==> config.mk <==
export PLATFORM = sky130hd
export DESIGN_NAME = plc_link_top
export DESIGN_NICKNAME = d
export VERILOG_FILES = /design/src/inc/plc_pkg.sv /design/src/inc/plc_reg_if.sv /design/src/verilog/plc_link_top.sv /design/src/verilog/plc_axil.sv /design/src/verilog/plc_os_seq.sv
export SDC_FILE = /design/constraint.sdc
export NUM_CORES = 1
export LEC_CHECK = 0
export BUFFER_PORTS_ARGS = -buffer_cell sky130_fd_sc_hd__buf_4
export CORE_MARGIN = 4
export CORE_UTILIZATION = 40
export DETAILED_ROUTE_END_ITERATION = 8
export PLACE_DENSITY = 0.71
export SYNTH_ARGS = -nofsm -noshare
export SYNTH_HDL_FRONTEND = slang
export SYNTH_SLANG_ARGS = --single-unit
==> constraint.sdc <==
create_clock -name mclk -period 2.2 [get_ports mclk]
set_clock_uncertainty 0.1 [all_clocks]
set_input_delay 0.22 -clock mclk [delete_from_list [all_inputs] [get_ports mclk]]
set_output_delay 0.22 -clock mclk [all_outputs]
set_load 0.05 [all_outputs]
==> src/inc/plc_pkg.sv <==
// Purpose: shared constants and types of the link capability/control bank
// Assumes: 32-bit AXI4-Lite register access, byte addresses
// Notes: each register is one aligned word
package plc_pkg;
   // ==========================================
   // register map
   localparam int unsigned PLC_AW = 8;
   localparam logic [PLC_AW-1:0] PLC_LCAP_OFF = 8'hDC;
   localparam logic [PLC_AW-1:0] PLC_LCTL_OFF = 8'hE0;
   localparam logic [1:0] PLC_RESP_OK = 2'h0;
   localparam logic [1:0] PLC_RESP_ERR = 2'h2;
   // ==========================================
   // field positions
   localparam int unsigned CAP_SPD_LO = 0;
   localparam int unsigned CAP_WID_LO = 4;
   localparam int unsigned CAP_ASPM_LO = 10;
   localparam int unsigned CAP_LAT_LO = 12;
   localparam int unsigned CTL_ASPM_LO = 0;
   localparam int unsigned CTL_RCB = 3;
   localparam int unsigned CTL_DIS = 4;
   localparam int unsigned CTL_RETRAIN = 5;
   localparam int unsigned CTL_CCLK = 6;
   localparam int unsigned CTL_XSYNC = 7;
   localparam int unsigned STS_TRAIN = 27;
   localparam int unsigned LANE_CTL = 0;
   localparam int unsigned LANE_WO = 1;
   localparam logic [31:0] CTL_RSV_MASK = 32'h0000FF04;
   // ==========================================
   // reset values
   localparam logic [2:0] LAT_RST = 3'h4;
   localparam logic [1:0] ASPMS_RST = 2'h3;
   localparam logic [1:0] ASPMC_RST = 2'h0;
   localparam logic [5:0] WIDTH_DEF = 6'h01;
   localparam logic [3:0] SPEED_DEF = 4'h1;
   // ==========================================
   // ordered-set burst lengths
   localparam int unsigned CNT_W = 13;
   localparam int unsigned EXT_FTS = 4096;
   localparam int unsigned EXT_TS1 = 1024;
   localparam int unsigned NORM_FTS = 32;
   localparam int unsigned NORM_TS1 = 16;
   typedef enum logic [1:0] {PLC_OS_FTS, PLC_OS_SKP, PLC_OS_TS1} plc_os_e;
   function automatic logic plc_hit(input logic [PLC_AW-1:0] a, input logic [PLC_AW-1:0] off);
      return a[PLC_AW-1:2] == off[PLC_AW-1:2];
   endfunction
endpackage

==> src/inc/plc_reg_if.sv <==
// Purpose: register access path between bus front end and register bank
// Assumes: one clock, wr_en is a one-cycle request
// Notes: read data is combinational on rd_addr
`timescale 1ns/1ps
`default_nettype none
interface plc_reg_if;
   logic wr_en;
   logic [plc_pkg::PLC_AW-1:0] wr_addr;
   logic [31:0] wdata;
   logic [3:0] wstrb;
   logic wr_err;
   logic [plc_pkg::PLC_AW-1:0] rd_addr;
   logic [31:0] rdata;
   logic rd_err;
   modport bus (output wr_en, wr_addr, wdata, wstrb, rd_addr, input wr_err, rdata, rd_err);
   modport regs (input wr_en, wr_addr, wdata, wstrb, rd_addr, output wr_err, rdata, rd_err);
endinterface
`default_nettype wire

==> src/verilog/plc_link_top.sv <==
// Purpose: link capabilities and link control registers of a root port
// Assumes: AXI4-Lite access; LTSSM and transmitter logic share mclk
// Notes: mclk 40 MHz; ce low freezes every flip-flop
//
// How it works
// - L0s exit latency, write-once, resets 100b
// - ASPM support field write-once, resets 11b
// - maximum link width is read-only
// - maximum link speed read-only, 2.5 Gb/s
// - link control comes out of reset zero
// - extended synch: 4096 FTS then one SKP
// - extended synch: 1024 TS1 before Recovery
// - common clock bit is plain read/write
// - writing retrain one sends LTSSM to Recovery
// - retrain bit always reads zero
// - link disable bit holds the link down
// - link disable reads back last write at once
// - RCB bit write-once, zero 64B, one 128B
// - ASPM control enables L0s and L1 entry
// - training flag set by retrain, cleared on exit
//
// The implementer's own choice: the AXI4-Lite slave port.
`timescale 1ns/1ps
`default_nettype none
module plc_link_top #(
   parameter logic [5:0] MAX_WIDTH = plc_pkg::WIDTH_DEF,
   parameter logic [3:0] MAX_SPEED = plc_pkg::SPEED_DEF,
   parameter int unsigned N_EXT_FTS = plc_pkg::EXT_FTS,
   parameter int unsigned N_EXT_TS1 = plc_pkg::EXT_TS1,
   parameter int unsigned N_NORM_FTS = plc_pkg::NORM_FTS,
   parameter int unsigned N_NORM_TS1 = plc_pkg::NORM_TS1
) (
   input wire logic mclk,
   input wire logic rst_n,
   input wire logic ce,
   input wire logic [plc_pkg::PLC_AW-1:0] s_axi_awaddr,
   input wire logic s_axi_awvalid,
   output logic s_axi_awready,
   input wire logic [31:0] s_axi_wdata,
   input wire logic [3:0] s_axi_wstrb,
   input wire logic s_axi_wvalid,
   output logic s_axi_wready,
   output logic [1:0] s_axi_bresp,
   output logic s_axi_bvalid,
   input wire logic s_axi_bready,
   input wire logic [plc_pkg::PLC_AW-1:0] s_axi_araddr,
   input wire logic s_axi_arvalid,
   output logic s_axi_arready,
   output logic [31:0] s_axi_rdata,
   output logic [1:0] s_axi_rresp,
   output logic s_axi_rvalid,
   input wire logic s_axi_rready,
   input wire logic ltssm_cfg_rec,
   output logic retrain_req,
   output logic link_disable,
   output logic [1:0] aspm_ctl,
   output logic common_clk,
   output logic rcb_128,
   output logic link_training,
   input wire logic l0s_exit_start,
   input wire logic l1_exit_start,
   input wire logic tx_os_ready,
   output logic tx_os_valid,
   output plc_pkg::plc_os_e tx_os_kind,
   output logic os_seq_done
);
   import plc_pkg::*;

   // ==========================================
   // state
   typedef struct packed {
      logic [2:0] lat;
      logic [1:0] aspm_sup;
      logic cap_locked;
      logic xsync;
      logic cclk;
      logic ldis;
      logic rcb;
      logic rcb_locked;
      logic [1:0] aspm;
      logic retrain;
      logic train_pend;
      logic cfg_rec_q;
      logic training;
      logic seen_cap;
      logic seen_ctl;
      logic ah_l1;
      logic ah_ext;
      logic [CNT_W-1:0] ah_cnt;
   } plc_top_s;
   localparam plc_top_s TOP_RST = '{lat: LAT_RST, aspm_sup: ASPMS_RST, aspm: ASPMC_RST,
                                    default: '0};
   plc_top_s s, next_s;
   logic wr_cap, wr_ctl, ctl_lane, retrain_wr, os_take;

   plc_reg_if rif ();

   // ==========================================
   // bus front end
   plc_axil u_axil (
      .mclk(mclk),
      .rst_n(rst_n),
      .ce(ce),
      .s_axi_awaddr(s_axi_awaddr),
      .s_axi_awvalid(s_axi_awvalid),
      .s_axi_awready(s_axi_awready),
      .s_axi_wdata(s_axi_wdata),
      .s_axi_wstrb(s_axi_wstrb),
      .s_axi_wvalid(s_axi_wvalid),
      .s_axi_wready(s_axi_wready),
      .s_axi_bresp(s_axi_bresp),
      .s_axi_bvalid(s_axi_bvalid),
      .s_axi_bready(s_axi_bready),
      .s_axi_araddr(s_axi_araddr),
      .s_axi_arvalid(s_axi_arvalid),
      .s_axi_arready(s_axi_arready),
      .s_axi_rdata(s_axi_rdata),
      .s_axi_rresp(s_axi_rresp),
      .s_axi_rvalid(s_axi_rvalid),
      .s_axi_rready(s_axi_rready),
      .rif(rif.bus)
   );

   // ==========================================
   // ordered-set sequencer
   plc_os_seq #(
      .N_EXT_FTS(N_EXT_FTS),
      .N_EXT_TS1(N_EXT_TS1),
      .N_NORM_FTS(N_NORM_FTS),
      .N_NORM_TS1(N_NORM_TS1)
   ) u_seq (
      .mclk(mclk),
      .rst_n(rst_n),
      .ce(ce),
      .ext_synch(s.xsync),
      .l0s_exit(l0s_exit_start),
      .l1_exit(l1_exit_start),
      .os_ready(tx_os_ready),
      .os_valid(tx_os_valid),
      .os_kind(tx_os_kind),
      .os_done(os_seq_done)
   );

   // ==========================================
   // register writes
   assign wr_cap = rif.wr_en && plc_hit(rif.wr_addr, PLC_LCAP_OFF);
   assign wr_ctl = rif.wr_en && plc_hit(rif.wr_addr, PLC_LCTL_OFF);
   assign ctl_lane = wr_ctl && rif.wstrb[LANE_CTL];
   assign retrain_wr = ctl_lane && rif.wdata[CTL_RETRAIN];
   assign os_take = tx_os_valid && tx_os_ready;
   assign rif.wr_err = !(plc_hit(rif.wr_addr, PLC_LCAP_OFF) ||
                         plc_hit(rif.wr_addr, PLC_LCTL_OFF));

   always_comb begin
      next_s = s;
      next_s.retrain = 1'b0;
      next_s.cfg_rec_q = ltssm_cfg_rec;
      // a write that misses the field's byte lane does not use up the lock
      if (wr_cap && rif.wstrb[LANE_WO] && !s.cap_locked) begin
         next_s.lat = rif.wdata[CAP_LAT_LO +: 3];
         next_s.aspm_sup = rif.wdata[CAP_ASPM_LO +: 2];
         next_s.cap_locked = 1'b1;
      end
      if (ctl_lane) begin
         next_s.xsync = rif.wdata[CTL_XSYNC];
         next_s.cclk = rif.wdata[CTL_CCLK];
         next_s.ldis = rif.wdata[CTL_DIS];
         next_s.aspm = rif.wdata[CTL_ASPM_LO +: 2];
         next_s.retrain = rif.wdata[CTL_RETRAIN];
         if (!s.rcb_locked) begin
            next_s.rcb = rif.wdata[CTL_RCB];
            next_s.rcb_locked = 1'b1;
         end
      end
      // leaving Configuration/Recovery ends the pending request
      if (s.cfg_rec_q && !ltssm_cfg_rec) begin
         next_s.train_pend = 1'b0;
      end
      // a retrain write in the same cycle wins over the clear
      if (retrain_wr) begin
         next_s.train_pend = 1'b1;
      end
      next_s.training = next_s.train_pend || ltssm_cfg_rec;
      next_s.seen_cap = s.seen_cap || wr_cap;
      next_s.seen_ctl = s.seen_ctl || wr_ctl;
      // burst bookkeeping seen from the transmitter side
      if (!tx_os_valid && (l0s_exit_start || l1_exit_start)) begin
         next_s.ah_cnt = '0;
         next_s.ah_l1 = !l0s_exit_start;
         next_s.ah_ext = s.xsync;
      end else if (os_take && tx_os_kind != PLC_OS_SKP) begin
         next_s.ah_cnt = s.ah_cnt + 1'b1;
      end
   end

   always_ff @(posedge mclk or negedge rst_n) begin
      if (!rst_n) begin
         s <= TOP_RST;
      end else if (ce) begin
         s <= next_s;
      end
   end

   // ==========================================
   // register reads
   always_comb begin
      rif.rdata = '0;
      rif.rd_err = 1'b0;
      if (plc_hit(rif.rd_addr, PLC_LCAP_OFF)) begin
         rif.rdata[CAP_LAT_LO +: 3] = s.lat;
         rif.rdata[CAP_ASPM_LO +: 2] = s.aspm_sup;
         rif.rdata[CAP_WID_LO +: 6] = MAX_WIDTH;
         rif.rdata[CAP_SPD_LO +: 4] = MAX_SPEED;
      end else if (plc_hit(rif.rd_addr, PLC_LCTL_OFF)) begin
         // retrain and reserved bits stay at the zero default
         rif.rdata[CTL_ASPM_LO +: 2] = s.aspm;
         rif.rdata[CTL_RCB] = s.rcb;
         rif.rdata[CTL_DIS] = s.ldis;
         rif.rdata[CTL_CCLK] = s.cclk;
         rif.rdata[CTL_XSYNC] = s.xsync;
         rif.rdata[STS_TRAIN] = s.training;
      end else begin
         rif.rd_err = 1'b1;
      end
   end

   // ==========================================
   // outputs
   assign retrain_req = s.retrain;
   assign link_disable = s.ldis;
   assign aspm_ctl = s.aspm;
   assign common_clk = s.cclk;
   assign rcb_128 = s.rcb;
   assign link_training = s.training;
endmodule
`default_nettype wire

==> src/verilog/plc_axil.sv <==
// Purpose: AXI4-Lite slave front end of the register bank
// Assumes: one write and one read outstanding at most
// Notes: ready lines drop once an item is held, so no skid buffer needed
`timescale 1ns/1ps
`default_nettype none
module plc_axil (
   input wire logic mclk,
   input wire logic rst_n,
   input wire logic ce,
   input wire logic [plc_pkg::PLC_AW-1:0] s_axi_awaddr,
   input wire logic s_axi_awvalid,
   output logic s_axi_awready,
   input wire logic [31:0] s_axi_wdata,
   input wire logic [3:0] s_axi_wstrb,
   input wire logic s_axi_wvalid,
   output logic s_axi_wready,
   output logic [1:0] s_axi_bresp,
   output logic s_axi_bvalid,
   input wire logic s_axi_bready,
   input wire logic [plc_pkg::PLC_AW-1:0] s_axi_araddr,
   input wire logic s_axi_arvalid,
   output logic s_axi_arready,
   output logic [31:0] s_axi_rdata,
   output logic [1:0] s_axi_rresp,
   output logic s_axi_rvalid,
   input wire logic s_axi_rready,
   plc_reg_if.bus rif
);
   import plc_pkg::*;
   typedef struct packed {
      logic aw_rdy, w_rdy, ar_rdy, aw_got, w_got, bvalid, rvalid;
      logic [PLC_AW-1:0] waddr;
      logic [31:0] wdata, rdata;
      logic [3:0] wstrb;
      logic [1:0] bresp, rresp;
   } plc_axil_s;
   localparam plc_axil_s AXIL_RST = '{aw_rdy: 1'b1, w_rdy: 1'b1, ar_rdy: 1'b1, default: '0};
   plc_axil_s s, next_s;

   // ==========================================
   // channel handshakes
   always_comb begin
      next_s = s;
      if (s_axi_awvalid && s.aw_rdy) begin
         next_s.aw_rdy = 1'b0;
         next_s.aw_got = 1'b1;
         next_s.waddr = s_axi_awaddr;
      end
      if (s_axi_wvalid && s.w_rdy) begin
         next_s.w_rdy = 1'b0;
         next_s.w_got = 1'b1;
         next_s.wdata = s_axi_wdata;
         next_s.wstrb = s_axi_wstrb;
      end
      if (s.aw_got && s.w_got) begin
         next_s.aw_got = 1'b0;
         next_s.w_got = 1'b0;
         next_s.bvalid = 1'b1;
         next_s.bresp = rif.wr_err ? PLC_RESP_ERR : PLC_RESP_OK;
      end
      if (s.bvalid && s_axi_bready) begin
         next_s.bvalid = 1'b0;
         next_s.aw_rdy = 1'b1;
         next_s.w_rdy = 1'b1;
      end
      if (s_axi_arvalid && s.ar_rdy) begin
         next_s.ar_rdy = 1'b0;
         next_s.rvalid = 1'b1;
         next_s.rdata = rif.rdata;
         next_s.rresp = rif.rd_err ? PLC_RESP_ERR : PLC_RESP_OK;
      end
      if (s.rvalid && s_axi_rready) begin
         next_s.rvalid = 1'b0;
         next_s.ar_rdy = 1'b1;
      end
   end

   always_ff @(posedge mclk or negedge rst_n) begin
      if (!rst_n) begin
         s <= AXIL_RST;
      end else if (ce) begin
         s <= next_s;
      end
   end

   assign rif.wr_en = s.aw_got && s.w_got;
   assign rif.wr_addr = s.waddr;
   assign rif.wdata = s.wdata;
   assign rif.wstrb = s.wstrb;
   assign rif.rd_addr = s_axi_araddr;
   assign s_axi_awready = s.aw_rdy;
   assign s_axi_wready = s.w_rdy;
   assign s_axi_bvalid = s.bvalid;
   assign s_axi_bresp = s.bresp;
   assign s_axi_arready = s.ar_rdy;
   assign s_axi_rvalid = s.rvalid;
   assign s_axi_rdata = s.rdata;
   assign s_axi_rresp = s.rresp;
endmodule
`default_nettype wire

==> src/verilog/plc_os_seq.sv <==
// Purpose: ordered-set burst sequencer for L0s and L1 exit
// Assumes: transmitter takes one ordered set per os_ready cycle
// Notes: start requests are ignored while a burst runs
`timescale 1ns/1ps
`default_nettype none
module plc_os_seq #(
   parameter int unsigned N_EXT_FTS = plc_pkg::EXT_FTS,
   parameter int unsigned N_EXT_TS1 = plc_pkg::EXT_TS1,
   parameter int unsigned N_NORM_FTS = plc_pkg::NORM_FTS,
   parameter int unsigned N_NORM_TS1 = plc_pkg::NORM_TS1
) (
   input wire logic mclk,
   input wire logic rst_n,
   input wire logic ce,
   input wire logic ext_synch,
   input wire logic l0s_exit,
   input wire logic l1_exit,
   input wire logic os_ready,
   output logic os_valid,
   output plc_pkg::plc_os_e os_kind,
   output logic os_done
);
   import plc_pkg::*;
   typedef enum logic [1:0] {SEQ_IDLE, SEQ_FTS, SEQ_SKP, SEQ_TS1} plc_seq_e;
   typedef struct packed {
      plc_seq_e st;
      logic ext, valid, done;
      plc_os_e kind;
      logic [CNT_W-1:0] cnt;
   } plc_seq_s;
   localparam plc_seq_s SEQ_RST = '{st: SEQ_IDLE, kind: PLC_OS_FTS, default: '0};
   plc_seq_s s, next_s;

   function automatic logic [CNT_W-1:0] plc_load(input logic ext, input int unsigned e,
                                                  input int unsigned n);
      return ext ? CNT_W'(e - 1) : CNT_W'(n - 1);
   endfunction

   // ==========================================
   // burst control
   always_comb begin
      logic fin;
      fin = 1'b0;
      next_s = s;
      next_s.done = 1'b0;
      case (s.st)
         SEQ_IDLE: begin
            // L0s exit wins if both starts arrive together
            if (l0s_exit) begin
               next_s.st = SEQ_FTS;
               next_s.kind = PLC_OS_FTS;
               next_s.cnt = plc_load(ext_synch, N_EXT_FTS, N_NORM_FTS);
               next_s.ext = ext_synch;
               next_s.valid = 1'b1;
            end else if (l1_exit) begin
               next_s.st = SEQ_TS1;
               next_s.kind = PLC_OS_TS1;
               next_s.cnt = plc_load(ext_synch, N_EXT_TS1, N_NORM_TS1);
               next_s.ext = ext_synch;
               next_s.valid = 1'b1;
            end
         end
         SEQ_FTS: if (os_ready) begin
            if (s.cnt != '0) begin
               next_s.cnt = s.cnt - 1'b1;
            end else if (s.ext) begin
               next_s.st = SEQ_SKP;
               next_s.kind = PLC_OS_SKP;
            end else begin
               fin = 1'b1;
            end
         end
         SEQ_SKP: fin = os_ready;
         SEQ_TS1: if (os_ready) begin
            if (s.cnt != '0) begin
               next_s.cnt = s.cnt - 1'b1;
            end else begin
               fin = 1'b1;
            end
         end
         default: next_s = SEQ_RST;
      endcase
      if (fin) begin
         next_s.st = SEQ_IDLE;
         next_s.valid = 1'b0;
         next_s.done = 1'b1;
      end
   end

   always_ff @(posedge mclk or negedge rst_n) begin
      if (!rst_n) begin
         s <= SEQ_RST;
      end else if (ce) begin
         s <= next_s;
      end
   end

   assign os_valid = s.valid;
   assign os_kind = s.kind;
   assign os_done = s.done;
endmodule
`default_nettype wire

# Yosys cells after proc, flatten, opt, wreduce, memory -nomap -nowiden
# Cells that the tools add are included.
dict set report totals {
  ff_bits 87
  inputBits 64
  out_inout_bits 52
  elab_cells 152
}
dict set report classes {
  add_sub_neg 1
  eq_ne 16
  n_mux 53
  bitwise_logic 1
  n_reduce_logical 49
}
# op count
set ops {}
lappend ops {{two-way mux 15 bit} 3}
lappend ops {{case mux 13 bit (3 select lines)} 1}
lappend ops {{two-way mux 2 bit} 16}
lappend ops {{two-way mux 13 bit} 2}
lappend ops {{equality test 6 bit (second input constant)} 4}
lappend ops {{AND reduction 2 bit} 12}
lappend ops {{two-way mux 1 bit} 22}
lappend ops {{nonzero test 2 bit} 9}
lappend ops {{logical AND 1 bit} 13}
lappend ops {{nonzero test 13 bit} 1}
lappend ops {{subtractor 13 x 1 -> 13 bit (second input constant)} 1}
lappend ops {{two-way mux 12 bit} 1}
lappend ops {{AND reduction 6 bit} 2}
lappend ops {{two-way mux 10 bit} 1}
lappend ops {{AND reduction 3 bit} 3}
lappend ops {{nonzero test 3 bit} 3}
lappend ops {{two-way mux 4 bit} 2}
lappend ops {{case mux 2 bit (2 select lines)} 2}
lappend ops {{two-way mux 7 bit} 1}
lappend ops {{!= test 2 bit (second input constant)} 3}
lappend ops {{!= test 3 bit (second input constant)} 2}
lappend ops {{AND reduction 5 bit} 1}
lappend ops {{equality test 2 bit (second input constant)} 2}
lappend ops {{!= test 4 x 3 -> 1 bit (second input constant)} 1}
lappend ops {{other kinds (10)} 12}

# Longest topological paths before layout
dict set report logic_depth {
  word_depth 6
  ltp_mapped 7
  ltp_nobuf 6
}

# Modules after synthesis
# From an unflattened synthesis, not the netlist that was laid out.
dict set report hier_totals {
  hier_cells 496
  area_unflattened_um2 6107.1
}
# mod n_inst cells_per_inst area_each_um2 seq_area_each_um2
set modules_own_cells {}
lappend modules_own_cells {plc_axil 1 279 4005.1 2130.8}
lappend modules_own_cells {plc_os_seq 1 147 1270.0 500.5}
lappend modules_own_cells {plc_link_top 1 70 832.0 429.2}

# Worst setup path after synthesis
# No wires, ideal clock.
dict set report synth_path {
  path_kind {register -> register}
  from {register u_seq.s[0] (netlist name)}
  to {register u_seq.s[8] (netlist name)}
  setup_ns 0.138
  t_arrival_ns 1.878
  required_ns 1.962
  path_slack_ns 0.083
  stages_incl_launch_ff 7
  path_buffers 1
  period_less_slack_ns 2.117
  cell_sequence {dfrtp_1 > inv_1 > ha_1 > or3b_1 > buf_2 > o311a_1 > or4b_1}
}
dict set report synth_via {
  elab_chain_len 4
  word_cells_on_any_way 6
  classes_between {add/sub (1); mux (4); reduce/logical (1)}
}
# item line_no
set synth_lines {}
lappend synth_lines {{start, declared} plc_os_seq.sv:32} ;# plc_seq_s s, next_s;
lappend synth_lines {{start signal, assigned} plc_os_seq.sv:94} ;# s <= next_s;
lappend synth_lines {{subtractor 13 x 1 -> 13 bit / nonzero test 13 bit (equally long branches)} -}
lappend synth_lines {{two-way mux 13 bit *} {plc_os_seq.sv:64, plc_os_seq.sv:75}}
lappend synth_lines {{two-way mux 13 bit / two-way mux 15 bit (equally long branches)} {plc_os_seq.sv:74, plc_os_seq.sv:63}}
lappend synth_lines {{case mux 13 bit (3 select lines) *} plc_os_seq.sv:46} ;# case (s.st)
# Mark *: on every way between the ends. The rest lies on a longest branch, timed or not. The select of a mux whose other input is x is not followed.
# A chain may end at the register's enable or synchronous reset.

# Worst setup path after layout
# Same ends and word-level chain as after synthesis.

==> results.py <==
metrics = {
    "cts": {
        "clk_latency_ns": 0.34,
        "root_buffer": "clkbuf_8",
        "cts.clk_slew.worst_paths_ns": 0.09,
        "postCtsSetupRepairBufs": 0,
        "clock_path_buffers": 2,
        "cts_tree": "built",
        "h-tree-depth": 3,
        "clkSinkCount": 78,
        "numCtsBuffers": 9,
    },
    "worst_setup_path": {
        "slowest_stage": "or4b_1",
        "cp_cell_sequence": "inv_1 > ha_2 > or3b_1 > o311a_1 > or4b_1",
        "start_kind": "flip-flop",
        "reg2reg_slack_ns": 0.07,
        "slowest_delay_ns": 0.50,
        "arrival_ns": 2.24,
        "crit_fanout": 5,
        "crit_path_end_kind": "flip-flop",
        "crit_type": "reg -> reg",
        "required_ns": 2.31,
    },
    "floorplanning": {
        "die_w_um": 105,
        "chipHeight_um": 105,
        "rows": 35,
        "initial_core_util_pct": 41.1,
        "io_pins": 116,
        "die-area_um2": 11100,
        "coreArea_um2": 9240,
    },
    "final_layout": {
        "final_cells": 563,
        "fill_cells": 819,
        "syn_to_final_growth_pct": 22.8,
        "diodes": 0,
        "drive_above_1_share_pct": 34.1,
        "fin_area_um2": 4660,
        "nNetsFinal": 495,
    },
    "place": {
        "dpl_cell_area_um2": 4330,
        "pre_cts_slack_ns": 0.0704,
        "dp.cells": 535,
        "portBuffers": 67,
        "dp_hpwl_um": 5980,
        "gp_congestion": 0.816,
    },
    "global_routing": {
        "antenna_found_initial": 0,
        "grt_pass1_vias": 2754,
        "grt_pass1_wl_um": 13500,
        "grt.overflow.total": 0,
        "grt_use_total_pct": 15.1,
        "grt_max_degree": 43,
    },
    "run_status": {
        "outcome": "finished clean",
    },
    "synth": {
        "synth_edf_count": 0,
        "syn_area_um2": 3800,
        "ys_warn_count": 0,
        "postSynth.asyncResetShare_pct": 100,
        "synthFlopType": "dfrtp_1",
        "synth_area_per_cell_um2": 10.7,
        "ys_ff_latch": 78,
        "ys_seq_area_share_pct": 51.6,
        "synth_cell_types": 56,
        "syn_inst": 355,
    },
    "power_and_ir_drop": {
        "vdd_drop_max_mv": 0.695,
        "p_leak_nw": 2.13,
        "power_per_cell_area_nw_per_um2": 1020,
    },
    "timing": {
        "timing.final.crit_share_pct": 96.8,
        "slew_violations": 0,
        "fmax_mhz": 470,
        "slew_headroom_pct": 63.2,
        "finalHoldViolCount": 0,
        "worst_slew_pin_slew_ns": 0.550,
        "finalSetupTns_ns": 0,
        "setup_viol": 0,
        "setup_ws_ns": 0.0702,
        "rsz0062_at_grt": "no",
        "final.min_clock_period_ns": 2.13,
    },
    "routing": {
        "wire_per_inst_um": 14.5,
        "avgViaCountPerCell": 4.92,
        "routed_wl_um": 8170,
        "drc": 0,
        "dr.first_iter.drc_count": 111,
        "drt.antenna.violating_nets": 0,
        "num_vias": 2769,
        "dr.pass1.iters": 4,
    },
    "run": {
        "drv_cap": 0,
    },
    "worst_hold_path": {
        "hold_path_class": "in -> reg",
    },
}
==> per-stage QoR <==
stage               hold slack [ns]  utilization, %  total power, mW
floorplan                    -0.176               -             3.24
global placement              0.121            46.8             3.57
detailed placement            0.119            46.8             3.65
CTS                        0.000660            49.8             4.78
global route                0.00354            50.5             5.05
finish                       0.0104            50.5             4.76
==> where the power goes <==
group / switching [mW] / internal (mW)
registers: 0.322 / 1.83
logic: 0.853 / 0.646
clock network: 0.562 / 0.540
total: 1.74 / 3.02
==> worst max-delay path: cells and delay by family, from the launching register on <==
| family | cells | cell delay, ns |
|---|---|---|
| AND/OR/NAND/NOR | 2 | 0.88 |
| buffers and inverters | 1 | 0.11 |
| flip-flops | 1 | 0.43 |
| adder cells (fa/ha/maj) | 1 | 0.20 |
| AO/OA/AOI/OAI | 1 | 0.29 |
==> sequential cells by signal (all words and copies together), names as in the netlist, 2 cells and up <==
register / count
u_axil.rif.wdata: 12
aspm_ctl: 2
u_axil.s_axi_rdata: 12
u_seq.os_kind: 2
u_axil.s: 2
s: 10
u_axil.rif.wstrb: 2
u_seq.s: 16
u_axil.rif.wr_addr: 6
==> cell usage after synthesis (all sizes together), types with 3 or more instances <==
library cell,n,area (µm²)
mux2,32,360
nand4,4,25.0
or3,5,31.3
a31oi,8,50.1
a21oi,10,50.1
clkbuf,11,43.8
nor4,7,43.8
inv,13,48.8
a21boi,4,30.0
a211o,3,26.3
buf,44,319
and2,3,18.8
o41ai,3,33.8
o31ai,7,57.6
nor4b,3,32.5
nor2,10,37.5
nand2b,5,31.3
dfrtp,72,1800
o21ai,15,75.1
nand2,36,135
nand3,14,70.1
nor3,4,20.0
dfstp,6,158
==> placed cells by master, fill, tap and decap left out, drive strengths merged, types with 3 or more instances in the layout <==
cell type,synthesis,final
a21oi,10,10
clkbuf,11,9
inv,13,16
clkinvlp,0,3
dfrtp,72,72
buf,44,85
o31ai,7,7
a21boi,4,4
o41ai,3,3
o21ai,15,15
nand4,4,4
nor4,7,7
dfstp,6,6
a31oi,8,8
nand3,14,14
mux2,32,32
a211o,3,3
nor4b,3,3
nand2,36,36
dlygate4sd3,0,12
nor3,4,4
or3,5,5
conb,1,22
nor2,10,10
nand2b,5,5
and2,3,3
==> layer usage <==
metal,up-vias,global-route usage (%),routed length (µm)
met3,4,3.61,469
met5,-,0,0
met4,0,4.78,61
met2,84,23.9,3880
met1,1324,20.4,3760
li1,1357,-,-
==> layout make-up <==
cell class                 instances  area (µm²)  share of cell area [%]
tap                              129         161                    3.46
clock buffer                       9         124                    2.66
multi-input combinational        230        1520                    32.6
clock inverter                     7        81.3                    1.74
inverter                          13        48.8                    1.05
sequential                        78        1960                    42.0
timing repair buffer              97         771                    16.5
==> kinds of logic (layout without fill, tap and decap cells) <==
family          after synthesis  in the layout  synth area share, %
mux                          32             32                 9.49
compound gates               69             69                 12.7
buf+inv                      68            126                 10.8
simple gates                105            105                 14.6
flops                        78             78                 51.6
fa+ha+maj                     2              2                0.659
other cells                   1             22               0.0987
==> final timing paths <==
| kind | from | cells past startpoint | end |
|---|---|---|---|
| min reg2reg | u_axil.s_axi_wready$_DFFE_PN1P_ | 2 | u_axil.s_axi_wready$_DFFE_PN1P_ |
| min | s_axi_awaddr[4] | 2 | u_axil.rif.wr_addr[4]$_DFFE_PN0P_ |
| max in group asynchronous | rst_n | 3 | u_axil.s_axi_awready$_DFFE_PN1P_ |
| min in group asynchronous | rst_n | 2 | u_seq.os_kind[1]$_DFFE_PN0P_ |
| max reg2reg | u_seq.s[0]$_DFFE_PN0P_ | 5 | u_seq.s[8]$_DFFE_PN0P_ |
| max | u_seq.s[0]$_DFFE_PN0P_ | 5 | u_seq.s[8]$_DFFE_PN0P_ |
==> repair_timing <==
item	CTS	global route
hold buffers	7	5
resized for setup	0	3
hold endpoints to repair	41	5
endpoints found under the setup margin	0	3
Note: power is estimated with default switching activity, not from simulation.
